--- config.mk ---
export PLATFORM = sky130hd
export DESIGN_NAME = lbus_arb
export DESIGN_NICKNAME = d
export VERILOG_FILES = /design/src/sync_bit.v /design/src/search_ctx.v /design/src/lbus_arb.v
export VERILOG_INCLUDE_DIRS = /design/src
export SDC_FILE = /design/constraint.sdc
export NUM_CORES = 1
export LEC_CHECK = 0
export ABC_AREA = 1
export ABC_CLOCK_PERIOD_IN_PS = 1930
export BUFFER_PORTS_ARGS = -buffer_cell sky130_fd_sc_hd__buf_2
export CORE_MARGIN = 2
export CORE_UTILIZATION = 50
export DETAILED_ROUTE_END_ITERATION = 10
export GPL_TIMING_DRIVEN = 0
export PLACE_DENSITY = 0.86
export SLEW_MARGIN = 20
export SYNTH_ARGS = -nofsm -noshare
export SYNTH_HDL_FRONTEND = slang
export SYNTH_SLANG_ARGS = --single-unit
--- constraint.sdc ---
create_clock -name core_clk_i -period 1.93 [get_ports core_clk_i]
set_input_delay 0.0965 -clock core_clk_i [delete_from_list [all_inputs] [get_ports core_clk_i]]
set_output_delay 0.0965 -clock core_clk_i [all_outputs]
set_load 0.01 [all_outputs]
--- src/lbus_arb_regs.vh ---
/*
 * Constants for the logical bus arbitration block: state codes,
 * search resume tracking codes, synchroniser depth.
 * Assumes inclusion by bare name from the design files.
 */
// How it works
// - request bus on translation cache miss
// - request bus on first write to unmodified page
// - request bus on module call, descriptor absent
// - request bus for coprocessor table search instruction
// - request, grant, then acknowledge or pass grant
// - watch alternate request input, drive own request
// - alternate request means higher priority master
// - searching adopts served master priority
// - abort after bus cycle, then drop acknowledge
// - withdraw request when preempted before grant
// - wait strobe negate, drop bus error, then request
// - answer status query with relinquish and retry
// - relinquish and retry gains bus, query repeats
// - resume aborted search if no other search
// - otherwise discard saved state and restart
// - acknowledge only under all bus free conditions
// - pass grant at once when idle and not in early startup mode
`ifndef LBUS_ARB_REGS_VH
`define LBUS_ARB_REGS_VH

// ----------------------------------------------------------------
// synchroniser
// ----------------------------------------------------------------
`define SYNC_STAGES 2

// ----------------------------------------------------------------
// arbiter states, one-hot
// ----------------------------------------------------------------
`define ST_W        6
`define ST_IDLE     6'h01
`define ST_REQ      6'h02
`define ST_OWN      6'h04
`define ST_ABORT    6'h08
`define ST_WAITLAS  6'h10
`define ST_DROP     6'h20

// ----------------------------------------------------------------
// search resume tracking, one-hot
// ----------------------------------------------------------------
`define RS_W        3
`define RS_NONE     3'h1
`define RS_SAVED    3'h2
`define RS_STALE    3'h4

`endif

--- src/sync_bit.v ---
/*
 * Multi-stage level synchroniser for one input bit.
 * Assumes a single clock and synchronous active-high reset.
 */
`timescale 1ns/1ps
module sync_bit #(
	parameter STAGES = 2
) (
	input  wire core_clk_i,  // system clock
	input  wire sys_rst_i,   // sync reset
	input  wire d_i,         // async level
	output wire q_o          // synchronised level
);
	reg [STAGES-1:0] chain_reg;

	// shift chain; only the next stage reads each flop
	always @(posedge core_clk_i) begin
		if (sys_rst_i)
			chain_reg <= {STAGES{1'b0}};
		else
			chain_reg <= {chain_reg[STAGES-2:0], d_i};
	end

	assign q_o = chain_reg[STAGES-1];
endmodule

--- src/search_ctx.v ---
/*
 * Saved table-search context: holds the interruption point of an
 * aborted search and reports whether it can be resumed.
 * Assumes save, other-search and clear strobes from the arbiter.
 */
`timescale 1ns/1ps
`include "lbus_arb_regs.vh"
module search_ctx #(
	parameter PW = 8
) (
	input  wire          core_clk_i,   // system clock
	input  wire          sys_rst_i,    // sync reset
	input  wire          save_i,       // abort: keep point
	input  wire [PW-1:0] point_i,      // search progress point
	input  wire          other_i,      // unrelated search ran
	input  wire          clear_i,      // search completed
	output reg  [PW-1:0] point_o,      // resume point
	output reg           valid_o,      // context pending
	output reg           resume_o      // resume, not restart
);
	reg [`RS_W-1:0] st_reg;
	reg [`RS_W-1:0] st_next;

	// resume tracking; a save in the same cycle wins
	always @* begin
		st_next = st_reg;
		if (save_i)
			st_next = `RS_SAVED;
		else if (clear_i)
			st_next = `RS_NONE;
		else if (other_i && st_reg == `RS_SAVED)
			st_next = `RS_STALE;
	end

	// registered context and outputs
	always @(posedge core_clk_i) begin
		if (sys_rst_i) begin
			st_reg   <= `RS_NONE;
			point_o  <= {PW{1'b0}};
			valid_o  <= 1'b0;
			resume_o <= 1'b0;
		end else begin
			st_reg   <= st_next;
			if (save_i)
				point_o <= point_i;
			valid_o  <= (st_next != `RS_NONE);
			resume_o <= (st_next == `RS_SAVED);
		end
	end
endmodule

--- src/lbus_arb.v ---
/*
 * Logical bus arbitration for the translation unit: raises its own
 * request on a search need, acknowledges or passes grants, aborts
 * and backs off when a higher priority master asks, and tracks
 * whether an aborted search resumes or restarts.
 * Assumes outside logic ORs own_bus_req_out with alt_master_req_in,
 * never loops it back, and conditions alternate masters.
 * Strobes and acknowledges here are active-high internal levels.
 */
`timescale 1ns/1ps
`include "lbus_arb_regs.vh"
module lbus_arb #(
	parameter PW = 8
) (
	input  wire          core_clk_i,        // system clock
	input  wire          sys_rst_i,         // sync reset
	// search causes
	input  wire          atc_miss_i,        // no descriptor cached
	input  wire          write_i,           // master write cycle
	input  wire          rmw_i,             // read-modify-write
	input  wire          page_unmod_i,      // page not modified
	input  wire          modcall_miss_i,    // module call miss
	input  wire          cop_search_i,      // coprocessor search
	input  wire          early_start_i,     // early startup mode
	// arbitration pins
	input  wire          alt_master_req_in_i,   // higher prio req
	input  wire          grant_in_i,            // arbiter grant
	input  wire          grant_ack_in_i,        // other master ack
	input  wire          logical_address_strobe_i, // master strobe
	input  wire          data_size_acknowledge_i,  // slave ack
	output reg           own_bus_req_out_o,     // own request
	output reg           grant_pass_out_o,      // passed grant
	output reg           grant_acknowledge_o,   // mastership
	output reg           grant_acknowledge_oe_o,// drive enable
	output reg           bus_error_n_o,         // bus error, low
	output reg           bus_error_n_oe_o,      // drive enable
	output reg           halt_n_o,              // halt, low
	// search engine
	input  wire          cycle_busy_i,      // own cycle running
	input  wire          search_done_i,     // search finished
	input  wire [PW-1:0] search_point_i,    // progress point
	input  wire          status_query_i,    // response reg read
	output reg           search_go_o,       // run search
	output reg           search_resume_o,   // continue, not restart
	output reg  [PW-1:0] resume_point_o,    // point to continue
	output reg           retry_answer_o     // relinquish and retry
);
	// ----------------------------------------------------------------
	// synchronised inputs
	// ----------------------------------------------------------------
	wire alt_req_s;
	wire grant_s;

	// both inputs cross into the core clock first
	sync_bit #(.STAGES(`SYNC_STAGES)) u_sync_req (
		.core_clk_i (core_clk_i),
		.sys_rst_i  (sys_rst_i),
		.d_i        (alt_master_req_in_i),
		.q_o        (alt_req_s)
	);
	sync_bit #(.STAGES(`SYNC_STAGES)) u_sync_gnt (
		.core_clk_i (core_clk_i),
		.sys_rst_i  (sys_rst_i),
		.d_i        (grant_in_i),
		.q_o        (grant_s)
	);

	// ----------------------------------------------------------------
	// search need decode
	// ----------------------------------------------------------------
	function need_fn;
		input miss;
		input wr;
		input rmw;
		input unmod;
		input mc;
		input cop;
		begin
			need_fn = miss | (wr & ~rmw & unmod) | mc | cop;
		end
	endfunction

	wire need_w = need_fn(atc_miss_i, write_i, rmw_i, page_unmod_i,
		modcall_miss_i, cop_search_i);

	// ----------------------------------------------------------------
	// saved search context
	// ----------------------------------------------------------------
	reg  save_reg;
	reg  other_reg;
	reg  clear_reg;
	reg  pend_reg;
	wire ctx_valid;
	wire ctx_resume;
	wire [PW-1:0] ctx_point;

	search_ctx #(.PW(PW)) u_ctx (
		.core_clk_i (core_clk_i),
		.sys_rst_i  (sys_rst_i),
		.save_i     (save_reg),
		.point_i    (search_point_i),
		.other_i    (other_reg),
		.clear_i    (clear_reg),
		.point_o    (ctx_point),
		.valid_o    (ctx_valid),
		.resume_o   (ctx_resume)
	);

	// ----------------------------------------------------------------
	// arbitration state machine
	// ----------------------------------------------------------------
	reg [`ST_W-1:0] st_reg;
	reg [`ST_W-1:0] st_next;
	reg             retry_flag_reg;
	reg             asked_reg;

	// bus free test for taking mastership
	wire bus_free = ~alt_req_s & ~logical_address_strobe_i &
		~data_size_acknowledge_i & ~grant_ack_in_i;

	// next state
	always @* begin
		st_next = st_reg;
		case (st_reg)
		`ST_IDLE: begin
			if (need_w)
				st_next = `ST_REQ;
		end
		`ST_REQ: begin
			if (alt_req_s)
				st_next = `ST_WAITLAS;
			else if (grant_s && bus_free)
				st_next = `ST_OWN;
		end
		`ST_OWN: begin
			if (alt_req_s)
				st_next = `ST_ABORT;
			else if (search_done_i)
				st_next = `ST_IDLE;
		end
		`ST_ABORT: begin
			if (!cycle_busy_i)
				st_next = `ST_IDLE;
		end
		`ST_WAITLAS: begin
			if (!logical_address_strobe_i)
				st_next = `ST_DROP;
		end
		`ST_DROP:
			st_next = `ST_IDLE;
		default:
			st_next = `ST_IDLE;
		endcase
	end

	// state, outputs and context strobes
	always @(posedge core_clk_i) begin
		if (sys_rst_i) begin
			st_reg                 <= `ST_IDLE;
			own_bus_req_out_o      <= 1'b0;
			grant_pass_out_o       <= 1'b0;
			grant_acknowledge_o    <= 1'b0;
			grant_acknowledge_oe_o <= 1'b0;
			bus_error_n_o          <= 1'b1;
			bus_error_n_oe_o       <= 1'b0;
			halt_n_o               <= 1'b1;
			search_go_o            <= 1'b0;
			search_resume_o        <= 1'b0;
			resume_point_o         <= {PW{1'b0}};
			retry_answer_o         <= 1'b0;
			retry_flag_reg         <= 1'b0;
			asked_reg              <= 1'b0;
			save_reg               <= 1'b0;
			other_reg              <= 1'b0;
			clear_reg              <= 1'b0;
			pend_reg               <= 1'b0;
		end else begin
			st_reg <= st_next;
			// request held from need until ack or withdrawal
			own_bus_req_out_o <= (st_next == `ST_REQ) ||
				(st_next == `ST_WAITLAS) ||
				(st_next == `ST_DROP);
			// own ack while holding the bus, through abort
			grant_acknowledge_o <= (st_next == `ST_OWN) ||
				(st_next == `ST_ABORT);
			grant_acknowledge_oe_o <= (st_next == `ST_OWN) ||
				(st_next == `ST_ABORT);
			// pass grant when idle outside early startup mode, or while aborting
			grant_pass_out_o <= grant_s & alt_req_s &
				(((st_reg == `ST_IDLE) & ~early_start_i) |
				(st_reg == `ST_ABORT));
			// bus error of retry held until strobe negates
			bus_error_n_o    <= ~(st_next == `ST_WAITLAS);
			bus_error_n_oe_o <= (st_next == `ST_WAITLAS);
			// halt drops with bus error, releases one cycle after it
			halt_n_o <= ~((st_next == `ST_WAITLAS) ||
				(st_next == `ST_DROP));
			search_go_o <= (st_next == `ST_OWN);
			// abort keeps context; other searches mark stale
			save_reg  <= (st_reg == `ST_OWN) & alt_req_s;
			clear_reg <= (st_reg == `ST_OWN) & search_done_i;
			other_reg <= (st_reg == `ST_IDLE) & need_w &
				ctx_valid & ~asked_reg;
			pend_reg  <= ctx_valid;
			search_resume_o <= ctx_resume;
			resume_point_o  <= ctx_point;
			// relinquish interrupted: query answered with retry
			if (st_reg == `ST_WAITLAS || save_reg)
				retry_flag_reg <= 1'b1;
			else if (st_reg == `ST_OWN && search_done_i)
				retry_flag_reg <= 1'b0;
			// query seen since abort: next need is the same search
			if (save_reg)
				asked_reg <= 1'b0;
			else if (status_query_i && pend_reg)
				asked_reg <= 1'b1;
			retry_answer_o <= status_query_i &
				(retry_flag_reg | pend_reg);
		end
	end
endmodule

==> results of run 1 <==
metal layers:
layer	routed length (um)	global-route usage	vias to the layer above	share of wire
met5	0	0	-	0
met4	82	0.103	0	0.026
met3	150	0.0373	8	0.047
met2	1530	0.311	40	0.48
met1	1410	0.230	651	0.44
li1	-	-	759	-
final cells by class:
class / instances / area [sq um]
Clock inverter: 2 / 37.5
Tap cell: 46 / 57.6
Buffer: 7 / 32.5
Multi-Input combinational cell: 118 / 568
Sequential cell: 46 / 921
Fill cell: 288 / 1220
Timing Repair Buffer: 46 / 255
Inverter: 41 / 154
Clock buffer: 6 / 41.3
cells in the mapped netlist:
master | number | area (sq um)
buf_4 | 1 | 7.51
nand2_2 | 5 | 31.3
o21a_1 | 1 | 7.51
buf_1 | 2 | 7.51
dfxtp_1 | 46 | 921
a21oi_1 | 14 | 70.1
inv_2 | 2 | 7.51
nand3b_1 | 1 | 7.51
inv_1 | 39 | 146
nor2_1 | 34 | 128
nand3_1 | 18 | 90.1
nor2_2 | 5 | 31.3
a21oi_2 | 1 | 8.76
a31oi_1 | 1 | 6.26
o21ai_0 | 11 | 55.1
nor2_4 | 2 | 22.5
buf_2 | 2 | 10.0
nand4_1 | 5 | 31.3
clkbuf_1 | 2 | 7.51
nor3b_1 | 1 | 7.51
nand2_1 | 19 | 71.3
worst paths after layout:
path | slack (ns) | endpoint | start | cells after the start
max | 0.75 | bus_error_n_o | st_reg[5] | 6
min | 0.01 | u_ctx.point_o[3] | search_point_i[3] | 3
max reg2reg | 0.75 | bus_error_n_o | st_reg[5] | 6
min reg2reg | 0.41 | u_sync_gnt.chain_reg[1] | u_sync_gnt.chain_reg[0] | 2
where the power goes:
group          switching [uW]  internal (uW)
clock                     301            273
combinational            73.3           54.9
sequential               12.7            964
total                     387           1290
critical path, cell delays in order, from the launching register on:
cell     delay [ns]
dfxtp_1        0.36
nor2_4         0.21
nand2_2        0.09
nor2_2         0.14
nand2_2        0.09
a21oi_2        0.16
inv_2          0.04
stage by stage:
step	cells	worst slack (ns)	instance area [sq um]
floorplan	212	0.892	1680
global placement	299	0.796	1940
detailed placement	299	0.793	1940
CTS	312	0.753	2070
global route	312	0.641	2070
finish	312	0.753	2070
logic make-up (layout without fill, tap and decap cells):
family	count (synthesis)	in the layout
and+or+nand+nor	90	90
buffers and inverters	48	102
DFF	46	46
AOI/OAI and AO/OA	28	28
==> flow_metrics.tcl, run 1 <==
set metrics [dict create \
    status "complete, no violations" \
    cts_tree "yes" \
    synth_warnings 0 \
    relSlewSlack 0.656 \
    hold_path_class "in -> reg" \
    die_area_sq_mm 0.00383 \
    remaining_drc_errors 0 \
    detail_route.vias_per_cell 4.67 \
    fraction_of_the_cycle_the_final_worst_path_needs 0.610 \
    fp.coreArea_sq_mm 0.00328 \
    synth_simple_gate_area_share 0.251 \
    max_transition_viols_final 0 \
    max-vdd-ir-drop_v 0.000431 \
    vias_in_the_first_global_route 1320 \
    worst_skew_pair_later_pin_latency_ns 0.36 \
    critical_path.max_fanout 7 \
    globalRouteOverflowTotal 0 \
    hpwlAfterDp_um 2250 \
    timing_worst_slew_pin_value_ns 0.516 \
    grt_first_pass_wirelength_um 5250 \
    netlist_instances 212 \
    finalPower_uw 1680 \
    rows 21 \
    first_iter_violations 66 \
    startpoint_type "register" \
    cts_root_buf "clkbuf_4" \
    clock_slew_at_reported_path_ffs_ns 0.13 \
    fp.dieH_um 61.9 \
    avgSynthCellArea_sq_um 7.90 \
    port-buffer-count 41 \
    place.gp.congestion 0.871 \
    synth_xor_xnor_area_share 0 \
    drt-total-wl_um 3170 \
    design.final.nets 290 \
    drt_pass1_iterations 4 \
    cts_num_sinks 46 \
    syn-num-nets 237 \
    vias 1458 \
    path_class "reg -> reg" \
    critical_path_arrival_ns 1.45 \
    mostFrequentLayoutCells "46 x dfxtp_1, 43 x buf_2, 39 x inv_1" \
    cts-resized-gates 0 \
    finalHoldViolCount 0 \
    h-tree-depth 2 \
    areaGrowthSynthToFinish_pct 23.4 \
    num_io_pins 43 \
    total_of_endpoints_with_negative_setup_slack_in_the_final_report 0 \
    ant_nets 0 \
    cts_made_buffers 5 \
    mostFrequentLayoutCell "dfxtp_1" \
    fraction_of_final_layout_cells_with_drive_strength_greater_than_1 0.248 \
    total_routing_usage_gr 0.188 \
    synth_mux_area_frac 0 \
    crit_path_end_kind "register" \
    synth.distinct_cells 21 \
    cap_viol_max_count 0 \
    post-route-min-period_ns 1.18 \
    critPathRequiredTime_ns 2.20 \
    clk_path_buf_depth 2 \
    hold_ws_ns 0.0108 \
    achievable_frequency_ghz 0.850 \
    floorplan.initialDensity 0.510 \
    syn_area_sq_mm 0.00168 \
    leakage_uw 0.00100 \
    seq_area_frac_synth 0.550 \
    antenna_found_initial 0 \
    flip_flop_and_latch_count_after_synthesis 46 \
    synth_top_family_by_area "simple AND/OR/NAND/NOR gates" \
    grt_setup_unrepaired "no" \
    synthAdderAreaFrac 0 \
    synth_compound_area_frac 0.0881 \
    power_per_cell_area_mw_per_mm2 813 \
    worst_clock_skew_ns 0.0125 \
    antenna-diode-count 0 \
    postCtsSetupBuffers 0 \
    grt_start_max_net_pins 15 \
    postLayoutCoreUtil 0.629 \
    die_width_um 61.9 \
    setup-tns-final_ns 0 \
    cts_hold_buf 5 \
    avgRoutedWirePerCell_um 10.2 \
]
Note: power is estimated with default switching activity, not from simulation.
==> run 2, diff against run 1 <==
--- a/config.mk
+++ b/config.mk
@@ -7,7 +7,7 @@
 export NUM_CORES = 1
 export LEC_CHECK = 0
 export ABC_AREA = 1
-export ABC_CLOCK_PERIOD_IN_PS = 1930
+export ABC_CLOCK_PERIOD_IN_PS = 1200
 export BUFFER_PORTS_ARGS = -buffer_cell sky130_fd_sc_hd__buf_2
 export CORE_MARGIN = 2
 export CORE_UTILIZATION = 50
==> constraint.sdc (replaced) <==
create_clock -name core_clk_i -period 1.2 [get_ports core_clk_i]
set_input_delay 0.06 -clock core_clk_i [delete_from_list [all_inputs] [get_ports core_clk_i]]
set_output_delay 0.06 -clock core_clk_i [all_outputs]
set_load 0.01 [all_outputs]
==> flow_metrics.tcl, run 2 (synthesis gave the netlist of run 1 again) <==
set metrics [dict create \
    die_area_sq_mm 0.00383 \
    remaining_drc_errors 0 \
    avgRoutedWirePerCell_um 11.5 \
    achievable_frequency_ghz 0.862 \
    h-tree-depth 2 \
    ant_nets 0 \
    antenna_found_initial 0 \
    post-route-min-period_ns 1.16 \
    crit_path_end_kind "register" \
    total_routing_usage_gr 0.209 \
    worst_path_cell_chain "inv_1, nor2_2, nand4_1, nand3_1, nand2_2, nand2_2" \
    fraction_of_the_cycle_the_final_worst_path_needs 0.967 \
    vias 1548 \
    antenna-diode-count 0 \
    num_io_pins 43 \
    worst_path_max_delay_cell "dfxtp_1" \
    dp_slack_ns 0.0625 \
    finalHoldViolCount 0 \
    worst_clock_skew_ns 0.0145 \
    vias_in_the_first_global_route 1388 \
    fp.coreArea_sq_mm 0.00328 \
    worst_skew_pair_later_pin_latency_ns 0.37 \
    fin_ws_ns 0.0397 \
    hpwlAfterDp_um 2250 \
    dp_cells 299 \
    clk_path_buf_depth 2 \
    drt_pass1_iterations 4 \
    cts_num_sinks 46 \
    relSlewSlack 0.666 \
    timing_worst_slew_pin_value_ns 0.501 \
    fin_cells 323 \
    fp.dieH_um 61.9 \
    critical_path.max_fanout 4 \
    max_transition_viols_final 0 \
    cts_made_buffers 5 \
    rows 21 \
    hold_path_class "in -> reg" \
    startpoint_type "register" \
    port-buffer-count 41 \
    detail_route.vias_per_cell 4.79 \
    critical-path-top-cell-by-count "nand2_2" \
    leakage_uw 0.00106 \
    mostFrequentLayoutCells "42 x buf_2, 42 x dfxtp_1, 39 x inv_1" \
    grt_start_max_net_pins 15 \
    place.gp.congestion 0.871 \
    path_class "reg -> reg" \
    cts_tree "yes" \
    grt_first_pass_wirelength_um 5750 \
    total_of_endpoints_with_negative_setup_slack_in_the_final_report 0 \
    crit_path_max_incr_delay_ns 0.39 \
    drt-total-wl_um 3730 \
    status "complete, no violations" \
    postLayoutCoreUtil 0.670 \
    first_iter_violations 100 \
    clock_slew_at_reported_path_ffs_ns 0.12 \
    globalRouteOverflowTotal 0 \
    die_width_um 61.9 \
    hold_ws_ns 0.0160 \
    max-vdd-ir-drop_v 0.000695 \
    design.final.nets 301 \
    floorplan.initialDensity 0.510 \
    critPathRequiredTime_ns 1.52 \
    power_per_cell_area_mw_per_mm2 1250 \
    cap_viol_max_count 0 \
    fraction_of_final_layout_cells_with_drive_strength_greater_than_1 0.278 \
    areaGrowthSynthToFinish_pct 31.4 \
    cts_root_buf "clkbuf_4" \
    critical_path_arrival_ns 1.48 \
    grt_setup_unrepaired "yes" \
]
run 2: cell count changes in the layout (fill, tap and decap cells not counted), sizes merged:
| cell | previous run | this run |
|---|---|---|
| buf | 46 | 49 |
| dlygate4sd3 | 5 | 13 |
run 2: final timing paths:
check / start / end / slack (ns) / cells past startpoint
max: st_reg[4] / own_bus_req_out_o / 0.04 / 6
min reg2reg: u_sync_req.chain_reg[0] / u_sync_req.chain_reg[1] / 0.41 / 2
min: cycle_busy_i / st_reg[3] / 0.02 / 3
max reg2reg: st_reg[4] / own_bus_req_out_o / 0.04 / 6
run 2: timing repair:
item	4_1_cts	5_1_grt
endpoints found under the setup margin	0	18
buffers inserted	0	3
hold buffers	13	0
gates resized for setup	0	16
endpoints found under the hold margin	18	0
run 2: stage by stage:
| step | total power (uW) | setup TNS (ns) | area [sq um] |
|---|---|---|---|
| 5_1_grt | 2860 | -0.0820 | 2200 |
| 2_1_floorplan | 1720 | 0 | 1680 |
| 6_report | 2760 | 0 | 2200 |
| 3_5_place_dp | 1800 | 0 | 1940 |
| 4_1_cts | 2740 | 0 | 2150 |
| 3_3_place_gp | 1800 | 0 | 1940 |
run 2: worst max-delay path: cells and delay by family, from the launching register on:
| family | cells | cell delay [ns] |
|---|---|---|
| buffers and inverters | 1 | 0.06 |
| flip-flops | 1 | 0.39 |
| AND/OR/NAND/NOR | 5 | 0.65 |
run 2: layout make-up:
class                   instances  area (sq um)
fillers                       265          1080
flip-flops and latches         46           928
well taps                      46          57.6
repair buffers                 57           358
inverters                      41           154
clock inverters                 2          37.5
clock buffers                   6          41.3
multi-input cells             118           588
plain buffers                   7          37.5
run 2: report_power, final:
group	total, uW	leakage [uW]	internal [uW]	switching [uW]
Sequential	1580	0.000374	1550	25.2
Combinational	243	0.000646	113	130
Clock	936	0.0000385	440	496
Total	2760	0.00106	2110	651
run 2: routing by layer:
layer,GRT usage,vias to the layer above,part of all wire,wire (um)
met5,0,-,0,0
met4,0.100,0,0.022,82
met3,0.0373,8,0.055,204
met2,0.356,49,0.50,1850
met1,0.253,707,0.43,1600
li1,-,784,-,-
==> run 3, diff against run 2 <==
--- a/config.mk
+++ b/config.mk
@@ -6,13 +6,15 @@
 export SDC_FILE = /design/constraint.sdc
 export NUM_CORES = 1
 export LEC_CHECK = 0
-export ABC_AREA = 1
 export ABC_CLOCK_PERIOD_IN_PS = 1200
 export BUFFER_PORTS_ARGS = -buffer_cell sky130_fd_sc_hd__buf_2
+export CELL_PAD_IN_SITES_DETAIL_PLACEMENT = 1
+export CELL_PAD_IN_SITES_GLOBAL_PLACEMENT = 2
 export CORE_MARGIN = 2
-export CORE_UTILIZATION = 50
+export CORE_UTILIZATION = 31
 export DETAILED_ROUTE_END_ITERATION = 10
 export GPL_TIMING_DRIVEN = 0
+export MAX_ROUTING_LAYER = met4
 export PLACE_DENSITY = 0.86
 export SLEW_MARGIN = 20
 export SYNTH_ARGS = -nofsm -noshare
==> flow_metrics.tcl, run 3 <==
set metrics [dict create \
    status "finished with violations" \
    failed_checks "negative setup slack" \
    synth_warnings 0 \
    netlist_instances 153 \
    cts_num_sinks 46 \
    areaGrowthSynthToFinish_pct 38.6 \
    achievable_frequency_ghz 0.630 \
    post-route-min-period_ns 1.59 \
    power_per_cell_area_mw_per_mm2 1280 \
    antenna-diode-count 0 \
    hpwlAfterDp_um 2550 \
    grt_first_pass_wirelength_um 6350 \
    power.sequential.fraction 0.551 \
    mostFrequentLayoutCell "buf_2" \
    grt_start_max_net_pins 16 \
    yosysTopAreaCell "dfxtp_1" \
    first_iter_violations 44 \
    rows 26 \
    grt_setup_unrepaired "yes" \
    worst_path_cell_chain "or4_4, nor2_2, a32oi_2, a2111oi_2" \
    max_transition_viols_final 0 \
    worst_clock_skew_ns 0.00444 \
    critPathRequiredTime_ns 1.40 \
    mostFrequentLayoutCells "42 x buf_2, 40 x dfxtp_1, 17 x nor2_1" \
    syn-num-nets 178 \
    drt-total-wl_um 3790 \
    worst_skew_pair_later_pin_latency_ns 0.30 \
    detail_route.vias_per_cell 4.49 \
    clock_slew_at_reported_path_ffs_ns 0.09 \
    critPathBufInv 0 \
    crit_path_max_incr_delay_ns 0.56 \
    power_frac_clock 0.327 \
    avgSynthCellArea_sq_um 10.5 \
    num_io_pins 43 \
    die_area_sq_mm 0.00578 \
    fraction_of_final_layout_cells_with_drive_strength_greater_than_1 0.393 \
    dp_cells 265 \
    fp.coreArea_sq_mm 0.00504 \
    startpoint_type "register" \
    drt_pass1_iterations 4 \
    flip_flop_and_latch_count_after_synthesis 46 \
    finalHoldViolCount 0 \
    relSlewSlack 0.568 \
    cts_root_buf "clkbuf_8" \
    vias_in_the_first_global_route 1344 \
    synth.distinct_cells 39 \
    h-tree-depth 2 \
    path_class "reg -> reg" \
    cap_viol_max_count 0 \
    worst_path_dominant_cell_family "simple AND/OR/NAND/NOR gates" \
    remaining_drc_errors 0 \
    share_comb_of_total_power 0.122 \
    globalRouteOverflowTotal 0 \
    clk_path_buf_depth 2 \
    port-buffer-count 42 \
    leakage_uw 0.000906 \
    power.net_switching_uw 713 \
    antenna_found_initial 0 \
    timing_worst_slew_pin_value_ns 0.642 \
    seq_area_frac_synth 0.572 \
    floorplan.initialDensity 0.319 \
    cts_tree "yes" \
    synth_top_cell_area_share 0.572 \
    fin_cells 289 \
    synthMostInstantiatedCell "dfxtp_1" \
    dp_slack_ns -0.420 \
    critical_path.max_fanout 4 \
    synth_edf_count 0 \
    cts_made_buffers 5 \
    ant_nets 0 \
    switching_part_of_the_total 0.249 \
    hold_path_class "in -> reg" \
    syn_area_sq_mm 0.00161 \
    vias 1298 \
    total_routing_usage_gr 0.140 \
    fraction_of_the_cycle_the_final_worst_path_needs 1.32 \
    max-vdd-ir-drop_v 0.000779 \
    fp.dieH_um 76.0 \
    total_of_endpoints_with_negative_setup_slack_in_the_final_report 16 \
    synth_common_cells "46 x dfxtp_1, 20 x nor2_1, 16 x nor2b_1, 8 x mux2i_1, 7 x a21oi_1" \
    die_width_um 76.0 \
    async_reset_ff_frac 0 \
    postSynth.topFlopCell "dfxtp_1" \
    design.final.nets 243 \
    fin_ws_ns -0.388 \
    setup-tns-final_ns -4.20 \
    worst_path_max_delay_cell "or4_4" \
    critical_path_arrival_ns 1.79 \
    crit_path_end_kind "register" \
    synth.area.top_cells "dfxtp_1 57%, nor2b_1 6.2%, mux2i_1 5.0%" \
    avgRoutedWirePerCell_um 13.1 \
    place.gp.congestion 0.757 \
    internal_power_uw 2150 \
]
==> run 3: cell count changes after synthesis, sizes merged, moves of 4 or more <==
cell	previous run	this run
nor4	0	4
nand4	5	0
nand2	24	2
inv	41	5
nor2	41	20
nand3	18	3
nor2b	0	16
o21ai	11	4
a21oi	15	7
mux2i	0	8
==> run 3: repair_timing <==
action | 4_1_cts | 5_1_grt
buffers inserted | 5 | 2
setup endpoints to repair | 28 | 18
resized for setup | 12 | 15
pin swaps | 9 | 6
hold endpoints to repair | 9 | 0
hold buffers | 9 | 0
==> run 3: kinds of logic (layout without fill, tap and decap cells) <==
group | Yosys count | in the layout | share of synthesized area
simple gates | 65 | 65 | 0.244
flops | 46 | 46 | 0.572
buf+inv | 11 | 77 | 0.0280
mux | 8 | 8 | 0.0498
xor+xnor | 1 | 1 | 0.00544
compound gates | 22 | 22 | 0.100
==> run 3: layout make-up <==
class | count | area, sq um
fillers | 581 | 2810
multi-input cells | 96 | 714
repair buffers | 58 | 357
clock inverters | 3 | 21.3
plain buffers | 6 | 30.0
well taps | 70 | 87.6
flip-flops and latches | 46 | 933
inverters | 5 | 18.8
clock buffers | 5 | 68.8
==> run 3: worst min-delay path, cell delays in order <==
cell	delay, ns
buf_2	0.08
mux2i_1	0.06
nor2_1	0.08
==> run 3: per-stage QoR <==
| stage | power, uW | hold WS [ns] | util | area [sq um] |
|---|---|---|---|---|
| after floorplan | 1750 | 0.139 | - | 1610 |
| after global placement | 1840 | 0.271 | 0.379 | 1910 |
| after detailed placement | 1840 | 0.280 | 0.379 | 1910 |
| after CTS | 2850 | 0.00766 | 0.429 | 2160 |
| after global routing | 3000 | 0.0351 | 0.442 | 2230 |
| final | 2860 | 0.0136 | 0.442 | 2230 |
==> run 3: power groups by stage <==
stage / Combinational (uW) / Sequential, uW / Clock, uW
finish: 348 / 1580 / 937
global route: 380 / 1580 / 1040
CTS: 307 / 1570 / 971
detailed placement: 229 / 1610 / 0
global placement: 226 / 1610 / 0
floorplan: 145 / 1610 / 0
==> run 3: path summary, 6_finish.rpt <==
| check | from | to | slack, ns | cells after the start |
|---|---|---|---|---|
| setup / recovery | st_reg[2] | grant_acknowledge_oe_o | -0.39 | 4 |
| hold / removal | search_point_i[7] | u_ctx.point_o[7] | 0.01 | 3 |
| setup reg to reg | st_reg[2] | grant_acknowledge_oe_o | -0.39 | 4 |
| hold reg to reg | u_ctx.resume_o | search_resume_o | 0.44 | 1 |
==> run 3: per-layer routing <==
metal  global-route usage  share of wire  vias up
li1                     -              -      661
met1                0.169           0.45      599
met2                0.228           0.50       35
met3               0.0427          0.046        3
met4               0.0382         0.0079        0
met5                    -              0        -
